--- config.mk ---
export PLATFORM = sky130hd
export DESIGN_NAME = cffsg_top
export DESIGN_NICKNAME = d
export VERILOG_FILES = /design/src/rtl/cffsg_pkg.sv /design/src/rtl/cffsg_sync.sv /design/src/rtl/cffsg_top.sv
export VERILOG_INCLUDE_DIRS = /design/src /design/src/rtl
export SDC_FILE = /design/constraint.sdc
export NUM_CORES = 1
export LEC_CHECK = 0
export ABC_AREA = 1
export BUFFER_PORTS_ARGS = -buffer_cell sky130_fd_sc_hd__buf_2
export CELL_PAD_IN_SITES_DETAIL_PLACEMENT = 1
export CELL_PAD_IN_SITES_GLOBAL_PLACEMENT = 1
export CORE_UTILIZATION = 32
export CTS_CLUSTER_SIZE = 12
export DETAILED_ROUTE_END_ITERATION = 7
export GPL_TIMING_DRIVEN = 0
export PLACE_DENSITY = 0.7
export SLEW_MARGIN = 40
export SYNTH_ARGS = -nofsm -noshare
export SYNTH_HDL_FRONTEND = slang
export SYNTH_HIERARCHICAL = 1
export SYNTH_SLANG_ARGS = --single-unit
--- constraint.sdc ---
create_clock -name clock -period 1.3 [get_ports clock]
set_clock_uncertainty 0.2 [all_clocks]
set_input_delay 0.26 -clock clock [delete_from_list [all_inputs] [get_ports clock]]
set_output_delay 0.26 -clock clock [all_outputs]
set_load 0.02 [all_outputs]
--- src/rtl/cffsg_params.svh ---
// constants for the clock fanout select and gate block
`ifndef CFFSG_PARAMS_SVH
`define CFFSG_PARAMS_SVH

`define CFFSG_NUM_OUTS 10
`define CFFSG_SYNC_STAGES 2
`define CFFSG_SEL_FIRST 1'h0
`define CFFSG_SEL_SECOND 1'h1
`define CFFSG_DIS_ACTIVE 1'h1
`define CFFSG_PIN_RESET 1'h0
`define CFFSG_EN_RESET 1'h1

`endif

--- src/rtl/cffsg_pkg.sv ---
// types for the clock fanout select and gate block
`include "cffsg_params.svh"

package cffsg_pkg;

    typedef logic [`CFFSG_NUM_OUTS-1:0] cffsg_outs_t;

    typedef struct packed {
        cffsg_outs_t q_true;
        cffsg_outs_t q_comp;
    } cffsg_pairs_s;

endpackage

--- src/rtl/cffsg_sync.sv ---
// two-stage input synchroniser, reset to the undriven pin level
`timescale 1ns/100ps
`default_nettype none
`include "cffsg_params.svh"

module cffsg_sync #(
    parameter int WIDTH = 4
) (
    input wire logic clock,
    input wire logic rst,
    input wire logic [WIDTH-1:0] d,
    output logic [WIDTH-1:0] q
);

    logic [WIDTH-1:0] meta;
    logic [WIDTH-1:0] next_meta;
    logic [WIDTH-1:0] next_q;

    always_comb
    begin
        next_meta = d;
        next_q = meta;
    end

    always_ff @(posedge clock or posedge rst)
    begin
        if (rst)
        begin
            meta <= {WIDTH{`CFFSG_PIN_RESET}};
            q <= {WIDTH{`CFFSG_PIN_RESET}};
        end
        else
        begin
            meta <= next_meta;
            q <= next_q;
        end
    end

endmodule
`default_nettype wire

--- src/rtl/cffsg_top.sv ---
// clock fanout: reference select, synchronised disable, low-state gating
`timescale 1ns/100ps
`default_nettype none
`include "cffsg_params.svh"

module cffsg_top #(
    parameter int NUM_OUTS = `CFFSG_NUM_OUTS
) (
    input wire logic clock,
    input wire logic rst,
    input wire logic first_ref_in,
    input wire logic second_ref_in,
    input wire logic ref_sel,
    input wire logic out_disable,
    output var cffsg_pkg::cffsg_pairs_s pairs
);

    // pins are asynchronous to clock, so all four pass two flops
    logic [3:0] pins_s;
    logic first_s;
    logic second_s;
    logic sel_s;
    logic dis_s;

    cffsg_sync #(
        .WIDTH(4)
    ) u_pin_sync (
        .clock(clock),
        .rst(rst),
        .d({second_ref_in, first_ref_in, ref_sel, out_disable}),
        .q(pins_s)
    );

    assign second_s = pins_s[3];
    assign first_s = pins_s[2];
    assign sel_s = pins_s[1];
    assign dis_s = pins_s[0];

    logic sel_clk;
    logic sel_clk_prev;
    logic rise_edge;
    logic fall_edge;
    logic dis_ref;
    logic out_en;
    logic next_sel_clk_prev;
    logic next_dis_ref;
    logic next_out_en;
    cffsg_pkg::cffsg_pairs_s next_pairs;

    always_comb
    begin
        // pin sync flops reset to 0, so undriven controls act as 0
        sel_clk = (sel_s == `CFFSG_SEL_SECOND) ? second_s : first_s;
        rise_edge = sel_clk & ~sel_clk_prev;
        fall_edge = ~sel_clk & sel_clk_prev;
        next_sel_clk_prev = sel_clk;
        next_dis_ref = dis_ref;
        next_out_en = out_en;
        // disable is caught on a reference rise and applied on the fall
        if (rise_edge)
        begin
            next_dis_ref = dis_s;
        end
        if (fall_edge)
        begin
            next_out_en = (dis_ref != `CFFSG_DIS_ACTIVE);
        end
        // gate change lands where sel_clk is already low, no runt
        next_pairs.q_true = {NUM_OUTS{sel_clk & next_out_en}};
        next_pairs.q_comp = ~next_pairs.q_true;
    end

    always_ff @(posedge clock or posedge rst)
    begin
        if (rst)
        begin
            sel_clk_prev <= `CFFSG_PIN_RESET;
            dis_ref <= `CFFSG_PIN_RESET;
            out_en <= `CFFSG_EN_RESET;
            pairs.q_true <= '0;
            pairs.q_comp <= '1;
        end
        else
        begin
            sel_clk_prev <= next_sel_clk_prev;
            dis_ref <= next_dis_ref;
            out_en <= next_out_en;
            pairs <= next_pairs;
        end
    end
endmodule
`default_nettype wire

After elaboration in Yosys (flattened, before gate mapping)
Cells that the tools add are included.
{"block": "totals", "regBits": 22, "input_bits": 6, "out_inout_bits": 20, "elab_cells": 16}
{"block": "op_classes", "muxes": 2, "n_bitwise": 7}
{"op": "$not 10->10", "count": 1}
{"op": "$and 1x1->1", "count": 3}
{"op": "$not 1->1", "count": 3}
{"op": "$mux 1", "count": 2}

Longest topological paths before layout
{"block": "depth", "depth_word": 6, "ltp_mapped": 6, "mapped_depth_nobuf": 6}

Cells and area by module
Netlist, hierarchy kept.
{"module": "cffsg_top", "instances": 1, "cells_each": 42, "area_per_inst_um2": 362.8, "seq_area_each_um2": 127.6}
{"module": "cffsg_sync", "instances": 1, "cells_each": 9, "area_per_inst_um2": 203.9, "seq_area_each_um2": 200.2}

Worst setup path before layout
OpenSTA, ideal clock, no wires.
{"block": "synth_path", "kind": "register -> output", "start": "register, netlist name pairs[8]", "end": "output port pairs[1] (netlist bit)", "arrival_ns": 0.814, "required_time_ns": 0.840, "slack_ns": 0.026, "path_stages_with_launch": 2, "n_path_buf": 1, "path_cell_list": "dfstp_2 buf_4"}
{"element": "to (decl)", "line_no": "cffsg_top.sv:15", "text": "output var cffsg_pkg::cffsg_pairs_s pairs"}

==> out/results.txt <==
Status -> finished, violations left
Failing checks -> DRC, setup timing
Cell internal power dissipation -> 982 uW
Ports -> 26
Gate Count Post-Synth -> 51
Total track usage -> 0.167
Die ar. -> 1940 um^2
Sw power -> 447 uW
Worst hold endpoint -> u_pin_sync/q[2]
IO Port Bufs -> 25
# DRC -> 4
Worst Setup Start Kind -> flop
Reg2reg end -> pairs[10]
GRT overflow -> 0
Register-to-Register Path Depth -> 4
Worst path cell trace -> buf_6, buf_6, buf_6
Comb power frac -> 0.500
CP bufs+invs -> 3
Synth area leader -> dfrtp_1
Synthesis-stage register bit count -> 13
Vias per cell -> 4.12
CP Data Arrival Time -> 1.16 ns
Worst r2r src -> u_pin_sync/q[1]
Die Y -> 44.1 um
Area growth syn-to-layout -> 81.7%
Worst hold margin -> 0.152 ns
Area contributors post-synth -> dfrtp_1 49%, buf_4 24%, dfstp_2 9.3%
CTS tree -> done
Hold Fails Final Rpt -> 0
Largest net degree at the start of global routing -> 9
GP Congestion -> 0.676
Hold_sp -> u_pin_sync/meta[2]
Synth top area share -> 0.486
Starting Density -> 0.360
Final WS setup -> -0.321 ns
Placed Area -> 712 um^2
Number of max-cap violations -> 0
Max-slew violation count -> 0
Num CTS Buffers -> 3
Minimum clock period -> 1.62 ns
Final Util -> 0.653
Crit path top cell by count -> buf_6
Fill cell count -> 153
Peak supply drop -> 0.783 mV
Delay of the slowest cell on the worst path -> 0.57 ns
Final setup TNS -> -5.08 ns
Synth Cell Area -> 567 um^2
CTS Buffer Depth -> 2
Cell row count -> 14
Syn Area/Cell -> 11.1 um^2
Worst slack, placed -> -0.0557 ns
Slew headroom -> 0.809
N_diodes -> 0
CP endpoint kind -> output pin
Initial drt markers -> 6
Worst Tran Pin Value -> 0.286 ns
CP max FO -> 5
Max frequency -> 617 MHz
Core Region -> 1580 um^2
Mapped Nets -> 57
Worst skew pair latency -> 0.27 ns
Sequential power share -> 0.333
Die Width -> 44.1 um
First-pass GRT wire length -> 2.27 mm
Routed Antenna Nets -> 0
Sw Ratio -> 0.313
Final wirelength -> 1.41 mm
Final setup vio count -> 20
Vias in the first global route -> 464
Detailed-route via count -> 433
Critical path class -> reg -> out
Critical path's slowest cell -> dfstp_2
Share of cells above drive strength 1 -> 0.663
Initial antenna violation count -> 0
Hold Crit Class -> reg -> reg
RSZ-0062 raised after global routing -> yes
Hold path depth -> 0
H-Tree Depth -> 1
Number of distinct library cells after synthesis -> 12
Leakage Power -> 0.532 nW
Clk network pwr share -> 0.167
Post-Place Cells -> 92
Sequential share of the synthesized area -> 0.578
Flop2flop setup slack -> 0.13 ns
Dpl hpwl -> 756 um
Tot Pwr -> 1.43 mW
Clock Pin Slew Worst Setup and Hold Paths -> 0.07 ns
CP delay by family, top -> flip-flops
Fin area -> 1030 um^2
Tcrit/Tclk final -> 1.25
Critical Path RT -> 0.84 ns
Power density over the cells -> 1390 nW/um^2
CTS root buffer -> clkbuf_4
Num Clock Sinks -> 13
Avg WL per Cell -> 13.4 um
Layout Nets -> 96
Yosys synthesis warning count -> 6
DR pass1 iterations -> 6
Final non-filler cell total -> 105
logic make-up (layout without fill, tap and decap cells):
family / Yosys count / count (layout) / synth area share
buffers and inverters: 25 / 63 / 0.285
AND/OR/NAND/NOR: 13 / 13 / 0.137
flip-flops: 13 / 13 / 0.578
layer usage:
layer | track usage | wire (um)
met1 | 0.192 | 507
met2 | 0.315 | 832
met3 | 0.0122 | 58
met4 | 0.0727 | 8
met5 | 0 | 0
synth_stat cells:
cell and number:
nand2_1 4, nand4_1 1, clkinv_1 1, nand2_2 3, nand3_1 2, nand2_4 1
buf_4 18, dfstp_2 2, inv_1 6, nor2_2 1, nand3_2 1, dfrtp_1 11
layout make-up:
type | count | area (um^2) | share of cell area
sequential | 13 | 329 | 0.320
inverter | 7 | 26.3 | 0.0255
multi-input combinational | 13 | 77.6 | 0.0753
buffer | 18 | 203 | 0.197
tap | 16 | 20.0 | 0.0194
clock buffer | 4 | 26.3 | 0.0255
timing repair buffer | 34 | 348 | 0.338
registers in the layout, summed over array words and instances (netlist names), named ones only:
name             flops
dis_ref              1
u_pin_sync/meta      4
u_pin_sync/q         4
pairs                2
sel_clk_prev         1
cell usage in the layout (no fill, tap or decap):
cell,Yosys,layout
dfstp_2,2,2
inv_1,6,6
clkbuf_1,0,1
buf_2,0,6
nand2_4,1,1
buf_6,0,40
nand3_1,2,2
nand4_1,1,1
buf_12,0,1
dfrtp_1,11,10
clkbuf_4,0,3
dlygate4sd3_1,0,5
nand2_2,3,3
nor2_2,1,1
nand3_2,1,1
nand2_1,4,4
dfrtp_2,0,1
clkinv_1,1,1
how the worst max path moves through the flow:
stage	startpoint	end	slack, ns	cells past startpoint
detailed placement	pairs[8]	pairs[2]	-0.06	2
global route	pairs[8]	pairs[3]	-0.36	3
floorplan	pairs[8]	pairs[1]	0.03	1
finish	pairs[8]	pairs[3]	-0.32	3
CTS	pairs[8]	pairs[3]	-0.32	3
global placement	pairs[8]	pairs[2]	-0.02	2
power by group through the flow:
stage	Combinational (mW)	Clock [mW]	Sequential [mW]
global placement	0.409	0	0.492
CTS	0.688	0.245	0.474
finish	0.715	0.238	0.476
global route	0.750	0.269	0.480
detailed placement	0.415	0	0.498
floorplan	0.294	0	0.500
repair_timing:
item / CTS / global route
cloned: 0 / 0
gates resized for setup: 59 / 4
endpoints found under the hold margin: 17 / 0
hold buffers: 5 / 0
setup buffers: 4 / 0
setup endpoints to repair: 20 / 20
No activity file was read; power rests on OpenSTA's default activity.
